`config.mk`:
```
export PLATFORM = sky130hd
export DESIGN_NAME = tcpu_compare_unit
export DESIGN_NICKNAME = d
export VERILOG_FILES = /design/src/logic/tcpu_pkg.sv /design/src/logic/tcpu_compare_unit.sv
export SDC_FILE = /design/constraint.sdc
export NUM_CORES = 1
export LEC_CHECK = 0
export ABC_AREA = 1
export BUFFER_PORTS_ARGS = -buffer_cell sky130_fd_sc_hd__buf_2
export CORE_UTILIZATION = 45
export DETAILED_ROUTE_END_ITERATION = 10
export PLACE_DENSITY = 0.66
export SYNTH_ARGS = -nofsm -noshare
export SYNTH_HDL_FRONTEND = slang
export SYNTH_SLANG_ARGS = --single-unit
```
`constraint.sdc`:
```
create_clock -name ref_clk -period 3.4 [get_ports ref_clk]
set_input_delay 0.85 -clock ref_clk [delete_from_list [all_inputs] [get_ports ref_clk]]
set_output_delay 0.85 -clock ref_clk [all_outputs]
set_load 0.01 [all_outputs]
```
`src/logic/tcpu_pkg.sv`:
```
// Functional notes
// - Two 16-bit compare values checked every tick.
// - Compare values software-owned, reset to 8000h.
// - Match sets the channel match flag.
// - Enabled pin takes level; latch low in reset.
// - Match interrupt needs enable and clear mask.
// - Flag clears: status read, then low access.
// - High write inhibits matching until low write.
// - Pin enable clear: no level, interrupt still.
// - Divide-by-two matches at value, else plus one.
// - Tick is clock over 2, 4, 8 or external.
// - Force copies level to pin, no flag.
// - Force ignored in single-pulse or PWM mode.
// - Single pulse: capture one triggers, compare ends.
// - Trigger edge loads FFFCh, starts pulse, captures FFFDh.
// - Compare one match ends the pulse.
// - Single pulse: no flag one; channel two flags.
// - Equal levels give constant pin level.
// - Single pulse: capture one blocked, two works.
// - Both mode bits set means PWM only.
// - PWM uses channel one plus compare two.
// - PWM compare values reload at period end.
// - PWM compare two match reloads counter FFFCh.
// - PWM sets no match flags; capture flag one.
package tcpu_pkg;

  // Register offsets on the byte bus.
  localparam logic [3:0] TCPU_ADDR_CTRL_ONE  = 4'h0;
  localparam logic [3:0] TCPU_ADDR_CTRL_TWO  = 4'h1;
  localparam logic [3:0] TCPU_ADDR_STATUS    = 4'h2;
  localparam logic [3:0] TCPU_ADDR_CMP1_HIGH = 4'h3;
  localparam logic [3:0] TCPU_ADDR_CMP1_LOW  = 4'h4;
  localparam logic [3:0] TCPU_ADDR_CMP2_HIGH = 4'h5;
  localparam logic [3:0] TCPU_ADDR_CMP2_LOW  = 4'h6;

  // Control one field positions.
  localparam int TCPU_C1_LEVEL_ONE   = 0;
  localparam int TCPU_C1_LEVEL_TWO   = 1;
  localparam int TCPU_C1_FORCE_ONE   = 2;
  localparam int TCPU_C1_FORCE_TWO   = 3;
  localparam int TCPU_C1_CAP_EDGE    = 4;
  localparam int TCPU_C1_CMP_IRQ_EN  = 6;
  localparam int TCPU_C1_CAP_IRQ_EN  = 7;

  // Control two field positions.
  localparam int TCPU_C2_PIN_EN_ONE  = 0;
  localparam int TCPU_C2_PIN_EN_TWO  = 1;
  localparam int TCPU_C2_SINGLE      = 2;
  localparam int TCPU_C2_PWM         = 3;
  localparam int TCPU_C2_CLK_SEL_LO  = 4;
  localparam int TCPU_C2_EXT_EDGE    = 6;

  // Status field positions.
  localparam int TCPU_SR_MATCH_ONE   = 0;
  localparam int TCPU_SR_MATCH_TWO   = 1;

  // Reset and load values.
  localparam logic [15:0] TCPU_CMP_RESET     = 16'h8000;
  localparam logic [15:0] TCPU_COUNTER_LOAD  = 16'hfffc;
  localparam logic [15:0] TCPU_CAPTURE_VALUE = 16'hfffd;
  localparam logic [7:0]  TCPU_CTRL_RESET    = 8'h00;
  localparam logic [2:0]  TCPU_PRESCALE_FACTOR_RESET   = 3'h0;

  // Clock select codes and prescaler terminal masks.
  localparam logic [1:0] TCPU_CLK_DIV2 = 2'h0;
  localparam logic [1:0] TCPU_CLK_DIV4 = 2'h1;
  localparam logic [1:0] TCPU_CLK_DIV8 = 2'h2;
  localparam logic [1:0] TCPU_CLK_EXT  = 2'h3;
  localparam logic [2:0] TCPU_MASK_DIV2 = 3'h1;
  localparam logic [2:0] TCPU_MASK_DIV4 = 3'h3;
  localparam logic [2:0] TCPU_MASK_DIV8 = 3'h7;

endpackage

```
`src/logic/tcpu_compare_unit.sv`:
```
// Our own choices: the register offsets and the address-and-strobe port.
`timescale 1ns/10ps
`default_nettype none
module tcpu_compare_unit
  import tcpu_pkg::*;
(
  // Clock and reset.
  input  wire logic        ref_clk,
  input  wire logic        reset_n,
  // Register port.
  input  wire logic [3:0]  reg_addr,
  input  wire logic [7:0]  reg_wdata,
  input  wire logic        reg_wr,
  input  wire logic        reg_rd,
  output logic      [7:0]  reg_rdata,
  // Counter and processor side.
  input  wire logic [15:0] counter_value,
  input  wire logic        cpu_irq_mask,
  output logic             timer_tick,
  output logic             counter_load_req,
  // Capture path side.
  input  wire logic        capture_pin_one,
  input  wire logic        ext_clock_pin,
  output logic             capture_one_block,
  output logic             capture_one_load,
  output logic      [15:0] capture_one_value,
  // Pins and interrupt.
  output logic             compare_output_pin_one,
  output logic             compare_output_pin_two,
  output logic             compare_pin_enable_one,
  output logic             compare_pin_enable_two,
  output logic             timer_irq_req
);

  // Whole state of the unit in one record.
  typedef struct packed {
    logic [1:0]  rst_sync;      // Reset release pipeline.
    logic [7:0]  ctrl_one;      // Levels, edge and enables.
    logic [7:0]  ctrl_two;      // Pin enables, modes, clock.
    logic [1:0]  match_flag;    // Sticky match flags.
    logic [1:0]  clear_armed;   // Status read seen with flag set.
    logic [1:0]  inhibit;       // High byte written, low pending.
    logic [15:0] cmp_one;       // Software compare value one.
    logic [15:0] cmp_two;       // Software compare value two.
    logic [15:0] act_one;       // Value compared on channel one.
    logic [15:0] act_two;       // Value compared on channel two.
    logic [15:0] cnt_prev;      // Counter seen last cycle.
    logic [2:0]  prescale_factor;         // Prescaler phase.
    logic        ext_prev;      // External clock last sample.
    logic        cap_prev;      // Capture pin one last sample.
    logic [7:0]  rdata;         // Read data output.
    logic        tick;          // Timer tick output.
    logic        load_req;      // Counter reload request.
    logic        cap_load;      // Capture one load pulse.
    logic        cap_block;     // Ordinary capture one off.
    logic [1:0]  pin;           // Compare output latches.
    logic        irq;           // Interrupt request.
  } tcpu_state_s;

  tcpu_state_s st_q;  // Registered state.
  tcpu_state_s st_d;  // Next state.

  // Decodes whether an access targets the low byte of a channel.
  function automatic logic tcpu_is_low(input logic [3:0] addr, input logic ch);
    tcpu_is_low = (addr == (ch ? TCPU_ADDR_CMP2_LOW : TCPU_ADDR_CMP1_LOW));
  endfunction

  // Decodes whether an access targets the high byte of a channel.
  function automatic logic tcpu_is_high(input logic [3:0] addr, input logic ch);
    tcpu_is_high = (addr == (ch ? TCPU_ADDR_CMP2_HIGH : TCPU_ADDR_CMP1_HIGH));
  endfunction

  // Mode and field views of the control registers.
  logic        mode_pwm;     // PWM mode active.
  logic        mode_single;  // Single-pulse mode active.
  logic [1:0]  clk_sel;      // Timer clock selection.
  logic [2:0]  prescale_factor_mask;   // Prescaler terminal mask.
  logic        ext_edge;     // Active external clock edge.
  logic        cap_edge;     // Active capture one edge.
  logic        cnt_moved;    // Counter changed this cycle.
  logic [1:0]  match;        // Match event per channel.
  logic [1:0]  pin_en;       // Pin enables.
  logic [1:0]  level;        // Programmed output levels.

  // Field extraction and event detection.
  always_comb begin
    mode_pwm    = st_q.ctrl_two[TCPU_C2_PWM];
    mode_single = st_q.ctrl_two[TCPU_C2_SINGLE] & ~st_q.ctrl_two[TCPU_C2_PWM];
    clk_sel     = st_q.ctrl_two[TCPU_C2_CLK_SEL_LO +: 2];
    pin_en      = {st_q.ctrl_two[TCPU_C2_PIN_EN_TWO], st_q.ctrl_two[TCPU_C2_PIN_EN_ONE]};
    level       = {st_q.ctrl_one[TCPU_C1_LEVEL_TWO], st_q.ctrl_one[TCPU_C1_LEVEL_ONE]};
    // Terminal mask picks the prescale factor.
    unique case (clk_sel)
      TCPU_CLK_DIV2: prescale_factor_mask = TCPU_MASK_DIV2;
      TCPU_CLK_DIV4: prescale_factor_mask = TCPU_MASK_DIV4;
      TCPU_CLK_DIV8: prescale_factor_mask = TCPU_MASK_DIV8;
      TCPU_CLK_EXT:  prescale_factor_mask = TCPU_MASK_DIV8;
    endcase
    // Edge of the external clock in the chosen direction.
    ext_edge = (ext_clock_pin != st_q.ext_prev) &&
               (ext_clock_pin == st_q.ctrl_two[TCPU_C2_EXT_EDGE]);
    // Edge of capture pin one in the chosen direction.
    cap_edge = (capture_pin_one != st_q.cap_prev) &&
               (capture_pin_one == st_q.ctrl_one[TCPU_C1_CAP_EDGE]);
    // A match is taken once, on the cycle the counter arrives at the target.
    // Slow clocks see the target one count later, matching the counter pipeline.
    cnt_moved = (counter_value != st_q.cnt_prev);
    for (int ch = 0; ch < 2; ch++) begin
      logic [15:0] target;
      target = (ch == 0) ? st_q.act_one : st_q.act_two;
      if (clk_sel != TCPU_CLK_DIV2) begin
        target = target + 16'h0001;
      end
      match[ch] = cnt_moved && (counter_value == target) && !st_q.inhibit[ch];
    end
  end

  // Next-state logic for the whole unit.
  always_comb begin
    st_d = st_q;
    st_d.rst_sync = {st_q.rst_sync[0], 1'b1};
    st_d.cnt_prev = counter_value;
    st_d.ext_prev = ext_clock_pin;
    st_d.cap_prev = capture_pin_one;
    st_d.load_req = 1'b0;
    st_d.cap_load = 1'b0;
    st_d.rdata    = 8'h00;

    // Tick from the prescaler or from an external edge.
    if (clk_sel == TCPU_CLK_EXT) begin
      st_d.prescale_factor = TCPU_PRESCALE_FACTOR_RESET;
      st_d.tick  = ext_edge;
    end else begin
      st_d.prescale_factor = st_q.prescale_factor + 3'h1;
      st_d.tick  = ((st_q.prescale_factor & prescale_factor_mask) == prescale_factor_mask);
    end

    // Register reads; status read arms the clear of any set flag.
    if (reg_rd) begin
      unique case (reg_addr)
        TCPU_ADDR_CTRL_ONE:  st_d.rdata = st_q.ctrl_one &
                                          ~(8'h01 << TCPU_C1_FORCE_ONE) & ~(8'h01 << TCPU_C1_FORCE_TWO);
        TCPU_ADDR_CTRL_TWO:  st_d.rdata = st_q.ctrl_two;
        TCPU_ADDR_STATUS: begin
          st_d.rdata = {6'h00, st_q.match_flag};
          st_d.clear_armed = st_q.clear_armed | st_q.match_flag;
        end
        TCPU_ADDR_CMP1_HIGH: st_d.rdata = st_q.cmp_one[15:8];
        TCPU_ADDR_CMP1_LOW:  st_d.rdata = st_q.cmp_one[7:0];
        TCPU_ADDR_CMP2_HIGH: st_d.rdata = st_q.cmp_two[15:8];
        TCPU_ADDR_CMP2_LOW:  st_d.rdata = st_q.cmp_two[7:0];
        default:             st_d.rdata = 8'h00;
      endcase
    end

    // Register writes; the compare bytes are touched only by software.
    if (reg_wr) begin
      unique case (reg_addr)
        TCPU_ADDR_CTRL_ONE:  st_d.ctrl_one = reg_wdata;
        TCPU_ADDR_CTRL_TWO:  st_d.ctrl_two = reg_wdata;
        TCPU_ADDR_CMP1_HIGH: st_d.cmp_one[15:8] = reg_wdata;
        TCPU_ADDR_CMP1_LOW:  st_d.cmp_one[7:0]  = reg_wdata;
        TCPU_ADDR_CMP2_HIGH: st_d.cmp_two[15:8] = reg_wdata;
        TCPU_ADDR_CMP2_LOW:  st_d.cmp_two[7:0]  = reg_wdata;
        default: begin
          // Status and unmapped writes are ignored.
        end
      endcase
    end

    // Per-channel interlock, flag clearing and flag setting.
    for (int ch = 0; ch < 2; ch++) begin
      logic ch_b;
      logic acc_low;
      logic set_flag;
      ch_b     = (ch == 1);
      acc_low  = (reg_wr || reg_rd) && tcpu_is_low(reg_addr, ch_b);
      // High write suspends matching; low write resumes it.
      if (reg_wr && tcpu_is_high(reg_addr, ch_b)) begin
        st_d.inhibit[ch] = 1'b1;
      end
      if (reg_wr && tcpu_is_low(reg_addr, ch_b)) begin
        st_d.inhibit[ch] = 1'b0;
      end
      // Flags never set in PWM, and flag one never set in single pulse.
      set_flag = match[ch] && !mode_pwm && !(mode_single && ch == 0);
      // Low byte access completes a clear that a status read armed.
      if (acc_low && st_q.clear_armed[ch]) begin
        st_d.match_flag[ch]  = 1'b0;
        st_d.clear_armed[ch] = 1'b0;
      end
      // A match landing in the clear cycle is kept.
      if (set_flag) begin
        st_d.match_flag[ch] = 1'b1;
      end
    end

    // Normal compare: an enabled pin takes its level on a match.
    if (!mode_pwm && !mode_single) begin
      for (int ch = 0; ch < 2; ch++) begin
        if (match[ch] && pin_en[ch]) begin
          st_d.pin[ch] = level[ch];
        end
      end
      // Force copies the level without touching flags.
      if (reg_wr && reg_addr == TCPU_ADDR_CTRL_ONE) begin
        if (reg_wdata[TCPU_C1_FORCE_ONE] && pin_en[0]) begin
          st_d.pin[0] = reg_wdata[TCPU_C1_LEVEL_ONE];
        end
        if (reg_wdata[TCPU_C1_FORCE_TWO] && pin_en[1]) begin
          st_d.pin[1] = reg_wdata[TCPU_C1_LEVEL_TWO];
        end
      end
    end

    // Single pulse: capture edge starts the pulse, compare one ends it.
    if (mode_single) begin
      if (cap_edge) begin
        st_d.load_req = 1'b1;
        st_d.cap_load = 1'b1;
        if (pin_en[0]) begin
          st_d.pin[0] = level[1];
        end
      end else if (match[0] && pin_en[0]) begin
        st_d.pin[0] = level[0];
      end
    end

    // PWM: compare one sets level one, compare two ends the period.
    if (mode_pwm) begin
      if (match[1]) begin
        st_d.load_req = 1'b1;
        st_d.cap_load = 1'b1;
        st_d.act_one  = st_q.cmp_one;
        st_d.act_two  = st_q.cmp_two;
        if (pin_en[0]) begin
          st_d.pin[0] = level[1];
        end
      end else if (match[0] && pin_en[0]) begin
        st_d.pin[0] = level[0];
      end
    end else begin
      // Outside PWM the compared values follow software at once.
      st_d.act_one = st_q.cmp_one;
      st_d.act_two = st_q.cmp_two;
    end

    // Capture one is taken away from ordinary capture in both pulse modes.
    st_d.cap_block = mode_single || mode_pwm;

    // One request line; compare flags need enable and unmasked processor.
    st_d.irq = ~cpu_irq_mask && st_q.ctrl_one[TCPU_C1_CMP_IRQ_EN] && (|st_d.match_flag);

    // Synchronous part of the reset, after the release pipeline.
    if (!st_q.rst_sync[1]) begin
      st_d          = '0;
      st_d.rst_sync = {st_q.rst_sync[0], 1'b1};
      st_d.cmp_one  = TCPU_CMP_RESET;
      st_d.cmp_two  = TCPU_CMP_RESET;
      st_d.act_one  = TCPU_CMP_RESET;
      st_d.act_two  = TCPU_CMP_RESET;
      st_d.pin      = 2'b00;
      st_d.cnt_prev = counter_value;
      st_d.ext_prev = ext_clock_pin;
      st_d.cap_prev = capture_pin_one;
    end
  end

  // State register; the asynchronous reset loads constants only.
  always_ff @(posedge ref_clk or negedge reset_n) begin
    if (!reset_n) begin
      st_q          <= '0;
      st_q.ctrl_one <= TCPU_CTRL_RESET;
      st_q.ctrl_two <= TCPU_CTRL_RESET;
      st_q.cmp_one  <= TCPU_CMP_RESET;
      st_q.cmp_two  <= TCPU_CMP_RESET;
      st_q.act_one  <= TCPU_CMP_RESET;
      st_q.act_two  <= TCPU_CMP_RESET;
    end else begin
      st_q <= st_d;
    end
  end

  // Outputs straight from the state record; the capture value is a constant.
  always_comb begin
    reg_rdata              = st_q.rdata;
    timer_tick             = st_q.tick;
    counter_load_req       = st_q.load_req;
    capture_one_block      = st_q.cap_block;
    capture_one_load       = st_q.cap_load;
    capture_one_value      = TCPU_CAPTURE_VALUE;
    compare_output_pin_one = st_q.pin[0];
    compare_output_pin_two = st_q.pin[1];
    compare_pin_enable_one = st_q.ctrl_two[TCPU_C2_PIN_EN_ONE];
    compare_pin_enable_two = st_q.ctrl_two[TCPU_C2_PIN_EN_TWO];
    timer_irq_req          = st_q.irq;
  end

endmodule
`default_nettype wire

```
# [Word-level counts from Yosys, hierarchy flattened]
# Cells that the tools add are included.
[classes] mux=48 n_bitwise=5 n_reduce_logical=44 eq_ne=32 add_sub_neg=3
[ops] op="$mux 122" n=1
[ops] op="$mux 32" n=3
[ops] op="$mux 8" n=7
[ops] op="$pmux 8 s7" n=1
[ops] op="$mux 16" n=3
[ops] op="$add 16x1->16 const B" n=2
[ops] op="$eq 16x16->1" n=2
[ops] op="$logic_and 1x1->1" n=25
[ops] op="$mux 1" n=23
[ops] op="$mux 2" n=8
[ops] op="$ne 16x16->1" n=1
[ops] op="$reduce_and 2->1" n=8
[ops] op="$ne 2x1->1 const B" n=7
[ops] op="$eq 4x3->1 const B" n=3
[ops] op="$ne 3x1->1 const B" n=4
[ops] op="$ne 3x2->1 const B" n=3
[ops] op="$pmux 3 s3" n=1
[ops] op="$eq 4x2->1 const B" n=2
[ops] op="$eq 2x2->1 const B" n=2
[ops] op="$eq 4x1->1 const B" n=1
[ops] op="$logic_not 1->1" n=4
[ops] op="$logic_not 4->1" n=1
[ops] op="$reduce_or 2->1" n=2
[ops] op="$add 3x1->3 const B" n=1
[ops] op="13 further kinds" n=17
[word_totals] input_bits=35 register_bits=124

# [Logic depth before layout (Yosys ltp)]
[depth] word_depth=17 ltp_mapped=24

# [Least setup slack after synthesis]
# OpenSTA, ideal clock, no wires.
[synth_path] kind="input-to-reg" startpoint="input port counter_value[2]" endpoint="register st_q (netlist bit compare_output_pin_one)" slack_ns=0.955 stages=22 n_path_buf=0 t_arrival_ns=2.323 path_cell_list="nor2_1 inv_1 nand2_1 nand2_1 nand2_1 nand2_1 nor2_1 nand3_1 nor2_1 nand2_1 nor2_2 nand4_1 nand3_1 nand2_1 nand2_1 nand2_1 nand2_1 nand2_1 nand3_1 nand2_1 nand2_1 a21oi_2"
[synth_rtl] item="from (decl)" line="tcpu_compare_unit.sv:17" text="input wire logic [15:0] counter_value,"
[synth_rtl] item="to (signal assigned)" line="tcpu_compare_unit.sv:280" text="st_q <= st_d;"
[synth_rtl] item="to (decl)" line="tcpu_compare_unit.sv:60" text="tcpu_state_s st_q;"

# [Final worst setup path]
[layout_path] startpoint="register st_q (netlist bit clk_sel[0])" endpoint="register st_q[52] in the netlist's numbering"
[layout_between] elab_chain_cells=6
[layout_rtl] item="$reduce_bool 2->1" line="tcpu_compare_unit.sv:111" text="if (clk_sel != TCPU_CLK_DIV2) begin"
[layout_rtl] item="$mux 16" line="tcpu_compare_unit.sv:111"
[layout_rtl] item="$eq 16x16->1" line="tcpu_compare_unit.sv:114" text="match[ch] = cnt_moved && (counter_value == target) && !st_q.inhibit[ch];"
[layout_rtl] item="$logic_and 1x1->1 (2 in series)" line="tcpu_compare_unit.sv:114"
[layout_rtl] item="$ne 3x2->1 (no line)"
# No other way between the ends.
# A chain may end at the register's enable or synchronous reset.

==> flow_summary.json <==
{
  "num_vias": 5977,
  "max_freq_mhz": 338,
  "finalCritPeriodShare_pct": 87.0,
  "seqPwrFrac_pct": 42.0,
  "synthCells": 928,
  "path_class": "reg2reg",
  "cts_htree_levels": 4,
  "max_stage_delay_ps": 430,
  "drive_gt1_share_pct": 12.2,
  "end_kind": "flop",
  "min_period_ps": 2960,
  "maxSlewViolCount": 0,
  "dieArea_um2": 15800,
  "violations": "design-rule violations",
  "nFillCells": 1429,
  "finish.utilization_pct": 53.0,
  "finalClockSkew_ps": 10.8,
  "io_pins": 68,
  "required_ps": 3730,
  "grtUsageTotal_pct": 24.6,
  "drt-initial-drc-count": 593,
  "grt_pass1_wl_mm": 29.8,
  "ctsHoldBuffers": 0,
  "hp-class": "reg2reg",
  "layout_commonest_cell": "nand2_1",
  "ir_drop_mv": 0.355,
  "p_leak_nw": 3.95,
  "initial_utilization_pct": 46.7,
  "async_reset_ff_share_pct": 100,
  "slew-limit-headroom_pct": 49.3,
  "p_int_mw": 2.72,
  "numCtsBuffers": 17,
  "fp.dieH_um": 126,
  "rows": 44,
  "cts_resized": 0,
  "synth_cell_types": 44,
  "synth_edf_count": 0,
  "p_per_area_nw_per_um2": 482,
  "antenna_found_initial": 0,
  "overflow": 0,
  "antenna_cells": 0,
  "layout_common_cells": "257 x nand2_1, 132 x inv_1, 117 x dfrtp_1",
  "design.core.area_um2": 14700,
  "post-cts-setup-buffers": 0,
  "cts_tree": "built",
  "vias_per_cell": 5.07,
  "cts_sinks": 121,
  "arrival_ps": 3290,
  "cp_max_fo": 64,
  "outcome": "complete, but fails checks",
  "place_congestion": 0.910,
  "clkPwrFrac_pct": 46.0,
  "synth_ff_type": "dfrtp_1",
  "worstMarginPinSlew_ps": 760,
  "drt-wirelength-per-cell_um": 15.4,
  "synth.avg_cell_area_um2": 7.40,
  "drv_cap": 0,
  "setup_viol": 0,
  "netlist_top_cells_area": "dfrtp_1 43%, nand2_1 14%, inv_1 7.2%, o21ai_0 5.9%, nor2_1 5.6%",
  "clock_latency_ps": 410,
  "crit_chain": "nor2_4, nor2_1, inv_1, nand2_1, a22o_1, nor2_1, nand3_1, a211oi_1, and3_1, nand4_2, nand3_4, buf_12, nand3_1, o21ai_1",
  "yosysWarnings": 0,
  "comb_power_share_pct": 12.0,
  "clk_pin_slew_ps": 60,
  "ant_nets": 0,
  "syn_area_um2": 6870,
  "worst_path_dominant_cell_family": "simple AND/OR/NAND/NOR gates",
  "critPathBufInv": 2,
  "die_w_um": 126,
  "rsz0062_at_grt": "no",
  "grt_pass1_vias": 5916,
  "drc": 3,
  "yosys_register_bits": 121,
  "yosysTopAreaCell": "dfrtp_1",
  "fin_nets": 1020,
  "yosysSeqAreaShare_pct": 44.1,
  "io_buffers": 51,
  "hold_viol": 0,
  "start_kind": "flop",
  "clockBufferDepth": 2,
  "crit_path_top_delay_cell": "nor2_4",
  "wl_mm": 18.2,
  "grt_max_degree": 65,
  "p_switching_mw": 1.04,
  "drt_pass1_iterations": 8,
  "tns_ps": 0,
  "p_sw_share_pct": 27.6,
  "synth_top_area_share_pct": 42.6,
  "area_growth_pct": 13.4,
  "root_buffer": "clkbuf_16",
  "place_hpwl_mm": 13.7
}
[worst register-to-register path: stages (launching register included)]
cell      delay, ps
dfrtp_1         410
nor2_4          430
nor2_1          120
inv_1           100
nand2_1          70
a22o_1          200
nor2_1          110
nand3_1         110
a211oi_1        180
and3_1          200
nand4_2         260
nand3_4         160
buf_12          260
nand3_1         170
o21ai_1         110
[routing by layer]
metal	wire length [µm]	GRT usage, %	up-vias
met5	0	0	-
met4	437	8.90	0
met3	892	4.71	29
met2	8400	40.0	184
met1	8470	32.7	2749
li1	-	-	3015
[per-stage QoR]
| step | hold slack [ps] | total power [mW] | cell area, µm² | cells | setup WS, ps |
|---|---|---|---|---|---|
| after floorplan | 331 | 1.89 | 6930 | 943 | 955 |
| after CTS | 356 | 3.78 | 7790 | 1179 | 433 |
| after detailed placement | 340 | 2.05 | 7230 | 1147 | 347 |
| final | 352 | 3.76 | 7790 | 1179 | 440 |
| after global placement | 337 | 2.05 | 7230 | 1147 | 377 |
| after global routing | 368 | 3.91 | 7790 | 1179 | 93.2 |
[worst paths after layout]
kind                                        start              endpoint  slack (ps)  depth (start not counted)
max in group asynchronous                 reset_n  st_q[67]$_DFFE_PN1P_        2080                          2
max                        clk_sel[0]$_DFFE_PN0P_  st_q[52]$_DFFE_PN0P_         440                         14
min                           st_q[122]$_DFF_PN0_   st_q[123]$_DFF_PN0_         350                          0
min reg2reg                   st_q[122]$_DFF_PN0_   st_q[123]$_DFF_PN0_         350                          0
min in group asynchronous                 reset_n    st_q[23]$_DFF_PN0_         510                          1
max reg2reg                clk_sel[0]$_DFFE_PN0P_  st_q[52]$_DFFE_PN0P_         440                         14
[synth_stat cells (2+ instances only)]
master / instances
nand2_1: 257
inv_1: 132
dfrtp_1: 117
nor2_1: 102
o21ai_0: 81
nand3_1: 60
buf_4: 26
xor2_1: 22
a21oi_1: 17
a21oi_2: 11
o21ai_1: 11
xnor2_1: 8
nand4_1: 7
nor3_1: 7
clkbuf_1: 6
buf_6: 5
o22ai_1: 5
a211oi_1: 4
dfstp_2: 4
nand3b_1: 4
a2111oi_0: 3
a31oi_1: 3
buf_2: 3
ha_1: 3
nand2_2: 3
nor2_2: 3
nor2_4: 3
a221oi_1: 2
and3_1: 2
buf_1: 2
conb_1: 2
[layout make-up]
cell class | instances | area, µm² | share of cell area, %
clock buffer | 22 | 474 | 6.08
timing repair buffer | 62 | 365 | 4.69
sequential | 121 | 3030 | 38.9
tap | 184 | 230 | 2.95
multi-input combinational | 647 | 3100 | 39.8
clock inverter | 10 | 93.8 | 1.20
inverter | 133 | 499 | 6.40
[cells by family after synthesis]
logic type               synth area share, %
XOR/XNOR                                3.82
adder cells (fa/ha/maj)                0.546
buffers and inverters                   11.6
AND/OR/NAND/NOR                         27.9
other                                  0.109
flip-flops                              44.1
AO/OA/AOI/OAI                           11.9
[state kept, by name (all words and copies together) (netlist names)]
register / flops
level: 2
capture_one_load: 1
compare_output_pin_two: 1
timer_irq_req: 1
st_q: 100
compare_output_pin_one: 1
clk_sel: 2
compare_pin_enable_one: 1
compare_pin_enable_two: 1
timer_tick: 1
mode_pwm: 1
reg_rdata: 8
capture_one_block: 1
[power groups by stage]
stage | sequential, mW | combinational (mW) | clock [mW]
after floorplan | 1.58 | 0.310 | 0
after CTS | 1.58 | 0.452 | 1.75
final | 1.58 | 0.451 | 1.73
after global routing | 1.59 | 0.516 | 1.81
after global placement | 1.60 | 0.445 | 0
after detailed placement | 1.60 | 0.449 | 0
Note: power is estimated with default switching activity, not from simulation.
